**src/inc/ssr_map.svh**
```systemverilog
// bit positions, masks, reset values and limits of the status block
`ifndef SSR_MAP_SVH
`define SSR_MAP_SVH

// standard event bit positions
`define SSR_ESR_OPC 0
`define SSR_ESR_QUERY 2
`define SSR_ESR_DEVICE 3
`define SSR_ESR_EXEC 4
`define SSR_ESR_CMD 5
`define SSR_ESR_PON 7
`define SSR_ESR_RST 8'h80
`define SSR_ESR_USED 8'hbd

// summary byte bit positions
`define SSR_STB_ERRQ 2
`define SSR_STB_QUES 3
`define SSR_STB_MAV 4
`define SSR_STB_ESB 5
`define SSR_STB_MSS 6
`define SSR_STB_SRC 8'h3c
`define SSR_STB_USED 8'h7c
`define SSR_SRE_USED 8'hbf

// questionable group implemented bits
`define SSR_QUES_USED 16'h1e2f

`define SSR_BYTE_ZERO 8'h00
`define SSR_WORD_ZERO 16'h0000

// error code class limits, signed 16 bit
`define SSR_ERR_QRY_LO 16'shfe0d
`define SSR_ERR_QRY_HI 16'shfe70
`define SSR_ERR_DEV_LO 16'shfe71
`define SSR_ERR_DEV_HI 16'shfed4
`define SSR_ERR_EXE_LO 16'shfed5
`define SSR_ERR_EXE_HI 16'shff38
`define SSR_ERR_CMD_LO 16'shff39
`define SSR_ERR_CMD_HI 16'shff9c
`define SSR_ERR_POS_MIN 16'sh0001

// error queue geometry
`define SSR_ERRQ_DEPTH 4'h8
`define SSR_ERRQ_PTR_ONE 3'h1
`define SSR_ERRQ_CNT_ONE 4'h1
`define SSR_ERR_NONE 16'h0000

`endif

```
**src/inc/ssr_pkg.sv**
```systemverilog
// types shared by the status reporting block
package ssr_pkg;
   typedef logic [7:0] ssr_byte_t;
   typedef logic [15:0] ssr_word_t;
   typedef logic [2:0] ssr_ptr_t;
   typedef logic [3:0] ssr_cnt_t;
   typedef enum logic [1:0] {
      SSR_CLR_IDLE,
      SSR_CLR_ABORT,
      SSR_CLR_FLUSH
   } ssr_clr_state_t;
endpackage

```
**src/core/ssr_errq.sv**
```systemverilog
// error queue memory with registered read data
`include "ssr_map.svh"
module ssr_errq (
   input wire logic clk_sys_i,
   input wire logic nrst_i,
   input wire logic ce_i,
   input wire logic push_i,
   input wire ssr_pkg::ssr_word_t data_i,
   input wire logic pop_i,
   input wire logic clear_i,
   output ssr_pkg::ssr_word_t rd_data_o,
   output logic empty_o
);
   ssr_pkg::ssr_word_t mem [0:7];
   ssr_pkg::ssr_ptr_t wptr_reg;
   ssr_pkg::ssr_ptr_t rptr_reg;
   ssr_pkg::ssr_cnt_t cnt_reg;
   ssr_pkg::ssr_cnt_t cnt_next;
   ssr_pkg::ssr_word_t rd_reg;
   logic do_pop;
   logic do_push;
   ssr_pkg::ssr_ptr_t wr_addr;

   // a full queue drops the newest error unless a pop makes room
   assign empty_o = (cnt_reg == 4'h0);
   assign do_pop = pop_i && !empty_o && !clear_i;
   // an error raised in a clear cycle lands in the emptied queue
   assign do_push = push_i &&
      (clear_i || (cnt_reg != `SSR_ERRQ_DEPTH) || do_pop);
   assign wr_addr = clear_i ? 3'h0 : wptr_reg;
   assign cnt_next = cnt_reg + (do_push ? `SSR_ERRQ_CNT_ONE : 4'h0)
      - (do_pop ? `SSR_ERRQ_CNT_ONE : 4'h0);
   assign rd_data_o = rd_reg;

   // storage needs no reset, pointers do
   always_ff @(posedge clk_sys_i) begin
      if (ce_i && do_push) begin
         mem[wr_addr] <= data_i;
      end
   end

   // pointers, count and read data register
   always_ff @(posedge clk_sys_i) begin
      if (!nrst_i) begin
         wptr_reg <= 3'h0;
         rptr_reg <= 3'h0;
         cnt_reg <= 4'h0;
         rd_reg <= `SSR_ERR_NONE;
      end else if (ce_i) begin
         if (clear_i) begin
            wptr_reg <= do_push ? `SSR_ERRQ_PTR_ONE : 3'h0;
            rptr_reg <= 3'h0;
            cnt_reg <= do_push ? `SSR_ERRQ_CNT_ONE : 4'h0;
            rd_reg <= `SSR_ERR_NONE;
         end else begin
            if (do_push) begin
               wptr_reg <= wptr_reg + `SSR_ERRQ_PTR_ONE;
            end
            if (do_pop) begin
               rptr_reg <= rptr_reg + `SSR_ERRQ_PTR_ONE;
            end
            if (pop_i) begin
               rd_reg <= empty_o ? `SSR_ERR_NONE : mem[rptr_reg];
            end
            cnt_reg <= cnt_next;
         end
      end
   end
endmodule

```
**src/core/ssr_status.sv**
```systemverilog
// status byte, standard event and questionable groups with device clear
`include "ssr_map.svh"
// What this block does
// RQ1: condition register tracks live state, read-only; reads never clear it.
// RQ2: event bits latch changes; repeat events on a set bit are ignored.
// RQ3: event bit stays set until its query read or a clear status.
// RQ4: read/write enable mask picks event bits feeding the group summary.
// RQ5: group summary is OR of event AND enable.
// RQ6: bit 0 sets when commands through operation complete finish; 1,6 zero.
// RQ7: query, device, execution and command errors set bits 2,3,4,5.
// RQ8: bit 7 flags power cycled since last read or clear.
// RQ9: standard event register clears on clear status or its query read.
// RQ10: standard event mask loads from the written value; zero clears it.
// RQ11: summary bit 4 shows output data waiting, without extra delay.
// RQ12: summary bit 2 shows a non-empty error queue; error reads pop it.
// RQ13: summary bit 3 is the enabled questionable event summary.
// RQ14: summary bit 5 is the enabled standard event summary.
// RQ15: bit 6 sums enabled summary bits, may request service; 0,1,7 zero.
// RQ16: clearing a group event register clears only its summary bit.
// RQ17: clear status empties the whole summary byte.
// RQ18: writing zero to the summary enable mask clears it.
// RQ19: device clear stops measuring, idles trigger, flushes buffers, readies.
// RQ20: device clear leaves status, error queue and settings untouched.
// RQ21: device clear ends overlapped command without operation complete.
// RQ22: controller waits about two seconds after device clear.
module ssr_status (
   input wire logic clk_sys_i,
   input wire logic nrst_i,
   input wire logic ce_i,
   input wire logic cls_i,
   input wire logic esr_rd_i,
   input wire logic ese_wr_i,
   input wire ssr_pkg::ssr_byte_t ese_val_i,
   input wire logic sre_wr_i,
   input wire ssr_pkg::ssr_byte_t sre_val_i,
   input wire ssr_pkg::ssr_word_t ques_cond_i,
   input wire logic ques_rd_i,
   input wire logic ques_ena_wr_i,
   input wire ssr_pkg::ssr_word_t ques_ena_val_i,
   input wire logic opc_cmd_i,
   input wire logic ovl_busy_i,
   input wire logic err_valid_i,
   input wire ssr_pkg::ssr_word_t err_code_i,
   input wire logic err_pop_i,
   input wire logic mav_i,
   input wire logic dcl_i,
   output ssr_pkg::ssr_byte_t esr_o,
   output ssr_pkg::ssr_byte_t ese_o,
   output ssr_pkg::ssr_byte_t sre_o,
   output ssr_pkg::ssr_byte_t stb_o,
   output logic srq_o,
   output ssr_pkg::ssr_word_t ques_cond_o,
   output ssr_pkg::ssr_word_t ques_evt_o,
   output ssr_pkg::ssr_word_t ques_ena_o,
   output ssr_pkg::ssr_word_t err_code_o,
   output logic abort_meas_o,
   output logic trig_idle_o,
   output logic flush_buf_o,
   output logic cmd_ready_o
);
   ssr_pkg::ssr_byte_t esr_reg;
   ssr_pkg::ssr_byte_t esr_next;
   ssr_pkg::ssr_byte_t esr_set;
   ssr_pkg::ssr_byte_t esr_rd_reg;
   ssr_pkg::ssr_byte_t ese_reg;
   ssr_pkg::ssr_byte_t sre_reg;
   ssr_pkg::ssr_byte_t stb_reg;
   ssr_pkg::ssr_byte_t stb_src;
   ssr_pkg::ssr_byte_t stb_next;
   ssr_pkg::ssr_word_t ques_cond_reg;
   ssr_pkg::ssr_word_t ques_prev_reg;
   ssr_pkg::ssr_word_t ques_evt_reg;
   ssr_pkg::ssr_word_t ques_evt_next;
   ssr_pkg::ssr_word_t ques_rd_reg;
   ssr_pkg::ssr_word_t ques_ena_reg;
   ssr_pkg::ssr_word_t ques_live;
   ssr_pkg::ssr_clr_state_t clr_state_reg;
   ssr_pkg::ssr_clr_state_t clr_state_next;
   logic opc_pend_reg;
   logic opc_pend_next;
   logic opc_fire;
   logic err_qry;
   logic err_dev;
   logic err_exe;
   logic err_cmd;
   logic ques_sum;
   logic esb_sum;
   logic mss_sum;
   logic errq_empty;
   logic abort_reg;
   logic idle_reg;
   logic flush_reg;
   logic ready_reg;

   // error queue; device clear is not wired to it on purpose
   ssr_errq u_errq (
      .clk_sys_i(clk_sys_i),
      .nrst_i(nrst_i),
      .ce_i(ce_i),
      .push_i(err_valid_i),
      .data_i(err_code_i),
      .pop_i(err_pop_i),
      .clear_i(cls_i),
      .rd_data_o(err_code_o),
      .empty_o(errq_empty)
   ); // RQ12 RQ20

   // error class decode on the signed code
   assign err_qry = err_valid_i &&
      ($signed(err_code_i) >= `SSR_ERR_QRY_LO) &&
      ($signed(err_code_i) <= `SSR_ERR_QRY_HI); // RQ7
   assign err_dev = err_valid_i &&
      ((($signed(err_code_i) >= `SSR_ERR_DEV_LO) &&
      ($signed(err_code_i) <= `SSR_ERR_DEV_HI)) ||
      ($signed(err_code_i) >= `SSR_ERR_POS_MIN)); // RQ7
   assign err_exe = err_valid_i &&
      ($signed(err_code_i) >= `SSR_ERR_EXE_LO) &&
      ($signed(err_code_i) <= `SSR_ERR_EXE_HI); // RQ7
   assign err_cmd = err_valid_i &&
      ($signed(err_code_i) >= `SSR_ERR_CMD_LO) &&
      ($signed(err_code_i) <= `SSR_ERR_CMD_HI); // RQ7

   // completion fires only once no overlapped work remains
   // a device clear cancels the pending mark so no completion is flagged
   assign opc_fire = opc_pend_reg && !ovl_busy_i && !dcl_i; // RQ6 RQ21
   assign opc_pend_next = dcl_i ? 1'b0 :
      (opc_cmd_i || (opc_pend_reg && !opc_fire)); // RQ21

   // standard event sets; unused bits 1 and 6 never set
   assign esr_set = {1'b0, 1'b0, err_cmd, err_exe, err_dev, err_qry,
      1'b0, opc_fire}; // RQ6 RQ7
   // a set in the clear cycle survives: the set is ORed after the clear
   assign esr_next = ((esr_rd_i || cls_i) ? `SSR_BYTE_ZERO : esr_reg)
      | esr_set; // RQ2 RQ3 RQ9

   // questionable condition is the live level, masked to used bits
   assign ques_live = ques_cond_i & `SSR_QUES_USED; // RQ1

   // per bit: a rising condition latches, held until read or clear
   genvar gi;
   generate
      for (gi = 0; gi < 16; gi = gi + 1) begin : g_ques
         assign ques_evt_next[gi] =
            (ques_live[gi] && !ques_prev_reg[gi]) ||
            (ques_evt_reg[gi] && !ques_rd_i && !cls_i); // RQ2 RQ3
      end
   endgenerate

   // group summaries and master summary
   assign ques_sum = |(ques_evt_reg & ques_ena_reg); // RQ5 RQ13 RQ16
   assign esb_sum = |(esr_reg & ese_reg); // RQ5 RQ14
   assign stb_src = {1'b0, 1'b0, esb_sum, mav_i, ques_sum, !errq_empty,
      1'b0, 1'b0}; // RQ11 RQ12 RQ13 RQ14
   assign mss_sum = |(stb_src & sre_reg & `SSR_STB_SRC); // RQ15
   // bit 6 never feeds itself; bits 0, 1, 7 stay zero
   assign stb_next = cls_i ? `SSR_BYTE_ZERO :
      (stb_src | {1'b0, mss_sum, 6'h00}); // RQ15 RQ17

   // device clear sequence: abort and idle with flush, then a flush cycle, then ready
   always_comb begin
      clr_state_next = clr_state_reg;
      case (clr_state_reg)
         ssr_pkg::SSR_CLR_IDLE: begin
            if (dcl_i) begin
               clr_state_next = ssr_pkg::SSR_CLR_ABORT;
            end
         end
         ssr_pkg::SSR_CLR_ABORT: begin
            // a repeated clear starts the abort over
            clr_state_next = dcl_i ? ssr_pkg::SSR_CLR_ABORT :
               ssr_pkg::SSR_CLR_FLUSH;
         end
         ssr_pkg::SSR_CLR_FLUSH: begin
            clr_state_next = dcl_i ? ssr_pkg::SSR_CLR_ABORT :
               ssr_pkg::SSR_CLR_IDLE;
         end
         default: begin
            clr_state_next = ssr_pkg::SSR_CLR_IDLE;
         end
      endcase
   end // RQ19

   // standard event group, power-on bit set by reset
   always_ff @(posedge clk_sys_i) begin
      if (!nrst_i) begin
         esr_reg <= `SSR_ESR_RST; // RQ8
         esr_rd_reg <= `SSR_BYTE_ZERO;
         ese_reg <= `SSR_BYTE_ZERO;
         opc_pend_reg <= 1'b0;
      end else if (ce_i) begin
         esr_reg <= esr_next; // RQ9
         if (esr_rd_i) begin
            esr_rd_reg <= esr_reg; // RQ9
         end
         if (ese_wr_i) begin
            ese_reg <= ese_val_i; // RQ4 RQ10
         end
         opc_pend_reg <= opc_pend_next;
      end
   end

   // questionable group registers
   always_ff @(posedge clk_sys_i) begin
      if (!nrst_i) begin
         ques_cond_reg <= `SSR_WORD_ZERO;
         ques_prev_reg <= `SSR_WORD_ZERO;
         ques_evt_reg <= `SSR_WORD_ZERO;
         ques_rd_reg <= `SSR_WORD_ZERO;
         ques_ena_reg <= `SSR_WORD_ZERO;
      end else if (ce_i) begin
         ques_cond_reg <= ques_live; // RQ1
         ques_prev_reg <= ques_live;
         ques_evt_reg <= ques_evt_next;
         if (ques_rd_i) begin
            ques_rd_reg <= ques_evt_reg;
         end
         if (ques_ena_wr_i) begin
            ques_ena_reg <= ques_ena_val_i & `SSR_QUES_USED; // RQ4
         end
      end
   end

   // summary byte and its enable mask
   always_ff @(posedge clk_sys_i) begin
      if (!nrst_i) begin
         stb_reg <= `SSR_BYTE_ZERO;
         sre_reg <= `SSR_BYTE_ZERO;
      end else if (ce_i) begin
         stb_reg <= stb_next; // RQ11 RQ17
         if (sre_wr_i) begin
            sre_reg <= sre_val_i & `SSR_SRE_USED; // RQ18
         end
      end
   end

   // device clear outputs decoded from the next state, so they are flops
   always_ff @(posedge clk_sys_i) begin
      if (!nrst_i) begin
         clr_state_reg <= ssr_pkg::SSR_CLR_IDLE;
         abort_reg <= 1'b0;
         idle_reg <= 1'b0;
         flush_reg <= 1'b0;
         ready_reg <= 1'b0;
      end else if (ce_i) begin
         clr_state_reg <= clr_state_next;
         abort_reg <= (clr_state_next == ssr_pkg::SSR_CLR_ABORT);
         idle_reg <= (clr_state_next == ssr_pkg::SSR_CLR_ABORT);
         flush_reg <= (clr_state_next != ssr_pkg::SSR_CLR_IDLE);
         ready_reg <= (clr_state_next == ssr_pkg::SSR_CLR_IDLE);
      end
   end // RQ19

   assign esr_o = esr_rd_reg;
   assign ese_o = ese_reg;
   assign sre_o = sre_reg;
   assign stb_o = stb_reg;
   assign srq_o = stb_reg[`SSR_STB_MSS];
   assign ques_cond_o = ques_cond_reg;
   assign ques_evt_o = ques_rd_reg;
   assign ques_ena_o = ques_ena_reg;
   assign abort_meas_o = abort_reg;
   assign trig_idle_o = idle_reg;
   assign flush_buf_o = flush_reg;
   assign cmd_ready_o = ready_reg;
endmodule

```
**config.mk**
```make
export PLATFORM = sky130hd
export DESIGN_NAME = ssr_status
export DESIGN_NICKNAME = d
export VERILOG_FILES = /design/src/inc/ssr_pkg.sv /design/src/core/ssr_errq.sv /design/src/core/ssr_status.sv
export VERILOG_INCLUDE_DIRS = /design/src /design/src/inc
export SDC_FILE = /design/constraint.sdc
export NUM_CORES = 1
export LEC_CHECK = 0
export ABC_AREA = 1
export BUFFER_PORTS_ARGS = -buffer_cell sky130_fd_sc_hd__buf_2
export CORE_MARGIN = 2
export CORE_UTILIZATION = 40
export DETAILED_ROUTE_END_ITERATION = 8
export SETUP_SLACK_MARGIN = 0.2
export SYNTH_ARGS = -nofsm -noshare
export SYNTH_HDL_FRONTEND = slang
export SYNTH_SLANG_ARGS = --single-unit
```
**constraint.sdc**
```tcl
create_clock -name clk_sys_i -period 2.8 [get_ports clk_sys_i]
set_input_delay 0.56 -clock clk_sys_i [delete_from_list [all_inputs] [get_ports clk_sys_i]]
set_output_delay 0.56 -clock clk_sys_i [all_outputs]
set_load 0.1 [all_outputs]
```
# Word level (Yosys, flattened, before mapping)
# Memory sizes are Yosys's and may differ from the RTL's. A register that Yosys moved wholly into a read port is not among the register bits.
# Cells that the tools add are included.
[classes] reduce_logical=103 order_cmp=9 n_mux=23 add_sub_neg=4 n_bitwise=5 n_eq_ne=4
[op_table] operator="1-bit logical AND" n=56
[op_table] operator="16-bit by 10-bit >= comparator with 1-bit output (second input constant)" n=3
[op_table] operator="16-bit two-way mux" n=3
[op_table] operator="16-bit by 10-bit <= comparator with 1-bit output (second input constant)" n=2
[op_table] operator="3-bit two-way mux" n=7
[op_table] operator="16-bit by 13-bit bitwise AND with 16-bit output" n=1
[op_table] operator="16-bit by 2-bit >= comparator with 1-bit output (second input constant)" n=1
[op_table] operator="16-bit by 9-bit >= comparator with 1-bit output (second input constant)" n=1
[op_table] operator="16-bit by 8-bit <= comparator with 1-bit output (second input constant)" n=1
[op_table] operator="16-bit by 9-bit <= comparator with 1-bit output (second input constant)" n=1
[op_table] operator="2-bit AND reduction" n=8
[op_table] operator="16-bit OR reduction" n=1
[op_table] operator="1-bit zero test" n=15
[op_table] operator="1-bit logical OR" n=14
[op_table] operator="8-bit bitwise AND" n=1
[op_table] operator="8-bit two-way mux" n=1
[op_table] operator="8-bit by 6-bit bitwise OR with 8-bit output" n=1
[op_table] operator="2-bit nonzero test" n=4
[op_table] operator="8-bit OR reduction" n=1
[op_table] operator="1-bit two-way mux" n=7
[op_table] operator="7-bit two-way mux" n=1
[op_table] operator="6-bit by 7-bit bitwise OR with 7-bit output" n=1
[op_table] operator="3-bit by 1-bit adder with 3-bit output (second input constant)" n=2
[op_table] operator="6-bit bitwise AND" n=1
[op_table] operator="other kinds (11)" n=14
[totals] input_bits=79 output_inout_bits=101 ff_bits=121 memories=1 ram_bits=128
[memory_table] name="u_errq.mem" depth=8 width=16 rd=1 rd_clocked_by_memory_dff=1 wr=1 line="ssr_errq.sv:14" rtl="ssr_pkg::ssr_word_t mem [0:7];"

# Logic depth before layout (Yosys ltp)
[depth] word_depth=10 ltp_mapped=14 ltp_nobuf=14

# Hierarchy
# A second synthesis with hierarchy kept.
[hier_totals] cells_unflattened=1133 hier_area_um2=10256.1
[by_module_without_submodules] module="ssr_errq" area_each_um2=6548.8 seq_area_each_um2=4424.2 n_inst=1 cells_each=616
[by_module_without_submodules] module="ssr_status" area_each_um2=3707.3 seq_area_each_um2=1761.7 n_inst=1 cells_each=517

# Worst setup path after synthesis
# OpenSTA, ideal clock, no wires.
[synth_path] path_type="input to register" start="input cls_i" end="memory u_errq.mem[5][0] (netlist bit) (enable)" cell_stages=5 t_arrival_ns=2.169 slack_ns=0.222 cell_sequence="buf_6 -> inv_4 -> nand4_1 -> nand2_1 -> nor3_1"
[synth_via] elab_chain_len=7
[synth_rtl] item="from (decl)" line="ssr_status.sv:30" rtl="input wire logic cls_i,"
[synth_rtl] item="1-bit zero test" line="ssr_errq.sv:26" rtl="assign do_pop = pop_i && !empty_o && !clear_i;"
[synth_rtl] item="1-bit logical AND" line="ssr_errq.sv:26"
[synth_rtl] item="1-bit logical OR" line="ssr_errq.sv:29" rtl="(clear_i || (cnt_reg != `SSR_ERRQ_DEPTH) || do_pop);"
[synth_rtl] item="1-bit logical AND" line="ssr_errq.sv:28" rtl="assign do_push = push_i &&"
[synth_rtl] item="1-bit logical AND" line="ssr_errq.sv:37" rtl="if (ce_i && do_push) begin"
[synth_rtl] item="1-bit two-way mux" line="ssr_errq.sv:37"
[synth_rtl] item="1-bit two-way mux (not written as such)" line="ssr_errq.sv:38" rtl="mem[wr_addr] <= data_i;"
[synth_rtl] item="to (decl)" line="ssr_errq.sv:14"
# Parallel ways exist; a longest one is shown, timed or not.

# Worst setup path after layout
[layout_path] start="register u_errq.cnt_reg[2]" end="register u_errq.cnt_reg[2]"
[layout_via] elab_chain_len=10
[layout_rtl] item="from (decl)" line="ssr_errq.sv:17" rtl="ssr_pkg::ssr_cnt_t cnt_reg;"
[layout_rtl] item="from (signal assigned)" line="ssr_errq.sv:53" rtl="cnt_reg <= do_push ? `SSR_ERRQ_CNT_ONE : 4'h0;"
[layout_rtl] item="from (signal assigned)" line="ssr_errq.sv:65" rtl="cnt_reg <= cnt_next;"
[layout_rtl] item="4-bit zero test" line="ssr_errq.sv:25" rtl="assign empty_o = (cnt_reg == 4'h0);"
[layout_rtl] item="1-bit zero test" line="ssr_errq.sv:26"
[layout_rtl] item="1-bit logical AND (2 in a row)" line="ssr_errq.sv:26"
[layout_rtl] item="1-bit logical OR" line="ssr_errq.sv:29"
[layout_rtl] item="1-bit logical AND" line="ssr_errq.sv:28"
[layout_rtl] item="1-bit two-way mux" line="ssr_errq.sv:31" rtl="assign cnt_next = cnt_reg + (do_push ? `SSR_ERRQ_CNT_ONE : 4'h0)"
[layout_rtl] item="4-bit adder" line="ssr_errq.sv:31"
[layout_rtl] item="4-bit subtractor *" line="ssr_errq.sv:31"
[layout_rtl] item="4-bit two-way mux *" line="ssr_errq.sv:50" rtl="if (clear_i) begin"
# Every way passes the cells marked *; elsewhere a longest branch is shown, timed or not.
# A chain may end at the register's enable or synchronous reset.

==> results.cfg <==
[routing]
wl_microns = 23800
drt-wirelength-per-cell_microns = 15.5
first_pass_iters = 5
ant_nets = 0
vias_per_cell = 4.87
num_vias = 7473
first_iter_violations = 512
drc = 0

[global_route]
overflow = 0
antenna_found_initial = 3
grt_pass1_vias = 6993
grt_pass1_wl_microns = 37500
grt_max_degree = 65
grt_use_total = 0.182

[logic_synthesis]
yosys-top-cells-area = edfxtp_1, dfxtp_1, nor2_1, o21ai_0, nand2_1
yosysWarnings = 0
syn_inst = 1042
synth-main-ff-cell = edfxtp_1
synth_top_area_frac = 0.387
avgSynthCellArea_sq_um = 9.53
synth_edf_count = 128
syn_area_sq_um = 9930
synth_async_sr_flop_share = 0
ys_types = 37
yosysSeqAreaShare = 0.623
synth-seq-cells = 245
yosys.area.top_type = edfxtp_1

[clock_tree]
post_cts_buffers = 0
clockBufferDepth = 3
clk_root_buffer_cell = clkbuf_16
clkLatencyLatePin_ps = 520
cts_htree_levels = 1
numCtsBuffers = 26
cts_hold_buf = 0
clock_sinks = 245
clk_pin_slew_ps = 60
cts_resized = 0
cts_tree = yes

[finish]
largest-register = u_errq.mem
nets = 1275
area_growth_pct = 18.9
stdcell_area_sq_um = 11800
final_cell_mix = nor2_1, nand2_1, buf_2, edfxtp_1, o21ai_0
largest_reg_flops = 128
fillers = 2308
mostFrequentLayoutCell = nor2_1
drive_gt1_frac = 0.195

[die]
die_w_microns = 162
initial_utilization = 0.408
die-area_sq_um = 26100
ioPinCount = 180
rows = 57
die_y_microns = 162
core_area_sq_um = 24300

[pwr]
power.density_nw_per_um2 = 708
irDropWorstVdd_mv = 0.507
p_leak_uw = 0.00476
power.total_uw = 8370

[worst_setup_path]
path_delay_family = adder cells
critPathMaxFanout = 4
crit_top_cell = ha_1
critPathSlowestCell = fa_1
critPathRequiredTime_ps = 3210
path_buf_inv = 2
critPathKind = reg -> reg
startpoint_type = flip-flop
slowest_delay_ps = 380
arrival_ps = 2650
cp_cell_sequence = inv_1 > ha_1 > nand3_2 > nand2_1 > nor2_1 > ha_1 > inv_1 > ha_1 > fa_1 > o21ai_0 > a21oi_1 > o21a_1
crit_path_end_kind = flip-flop

[place]
dp_hpwl_microns = 15200
gp_congestion = 0.828
post-place-ws_ps = 442
placed_cell_area_sq_um = 10900
numPortBuffers = 144

[timing]
fmax_mhz = 447
setup_tns_ps = 0
worst_pin_slew_ps = 661
rsz0062_at_grt = false
finClkSkew_ps = 14.0
slew_viol_final = 0
setup_viol = 0
setup_slack_ps = 561
hold_violations = 0
slew_headroom = 0.559
timing.final.crit_period_ps = 2240
period_share = 0.799

[run]
maxCapViolCount = 0

[hold_path]
min_path_type = in -> reg

[run_status]
status = finished clean
## worst min-delay path: stages
cell and delay (ps):
buf_2 70, o21ai_0 70, nor2_1 80
## synthesized netlist by cell type, drive strengths merged (2+ instances only)
cell type / n
nand3: 36
clkbuf: 33
a21oi: 73
nor3: 6
inv: 61
nor2: 215
o21a: 2
edfxtp: 128
nand2: 145
ha: 8
buf: 39
nand4: 4
or2: 9
o211ai: 30
o21ai: 125
dfxtp: 117
## where the power goes
group	internal [uW]	switching, uW
Clock	2040	1330
Combinational	196	886
Sequential	3870	51.2
Total	6110	2260
## final cells by class
cell class              instances  area (sq um)  area share
flip-flops and latches        245          6190       0.524
multi-input cells             682          3190       0.270
repair buffers                170           928      0.0786
clock buffers                  42           802      0.0679
well taps                     324           405      0.0343
inverters                      62           238      0.0201
clock inverters                 6          60.1     0.00508
diodes                          2          5.00    0.000424
## metrics by stage
step	std cells	utilization	hold WS [ps]
floorplan	1061	-	414
global placement	1483	0.450	423
detailed placement	1483	0.450	424
CTS	1531	0.486	279
global route	1533	0.486	282
finish	1533	0.486	292
## cells by family (layout without fill, tap and decap cells)
logic type | after synthesis | count (layout) | share of synthesized area
other cells | 1 | 22 | 0.000378
simple gates | 417 | 417 | 0.169
fa+ha+maj | 9 | 9 | 0.0121
buf+inv | 134 | 280 | 0.0654
xor+xnor | 2 | 2 | 0.00176
compound gates | 234 | 234 | 0.128
flops | 245 | 245 | 0.623
## final timing paths
path                          start  cells after the start           endpoint  slack (ps)
setup / recovery  u_errq.cnt_reg[2]                     12  u_errq.cnt_reg[2]         560
hold / removal    ques_ena_val_i[2]                      3      ques_ena_o[2]         290
setup reg to reg  u_errq.cnt_reg[2]                     12  u_errq.cnt_reg[2]         560
hold reg to reg    ques_evt_reg[13]                      2   ques_evt_reg[13]         430
## layer usage
metal | up-vias | track usage | share of wire
li1 | 3765 | - | -
met1 | 3472 | 0.240 | 0.43
met2 | 193 | 0.300 | 0.48
met3 | 41 | 0.0385 | 0.067
met4 | 2 | 0.0617 | 0.022
met5 | - | 0 | 0.00055
Note: power is estimated with default switching activity, not from simulation.
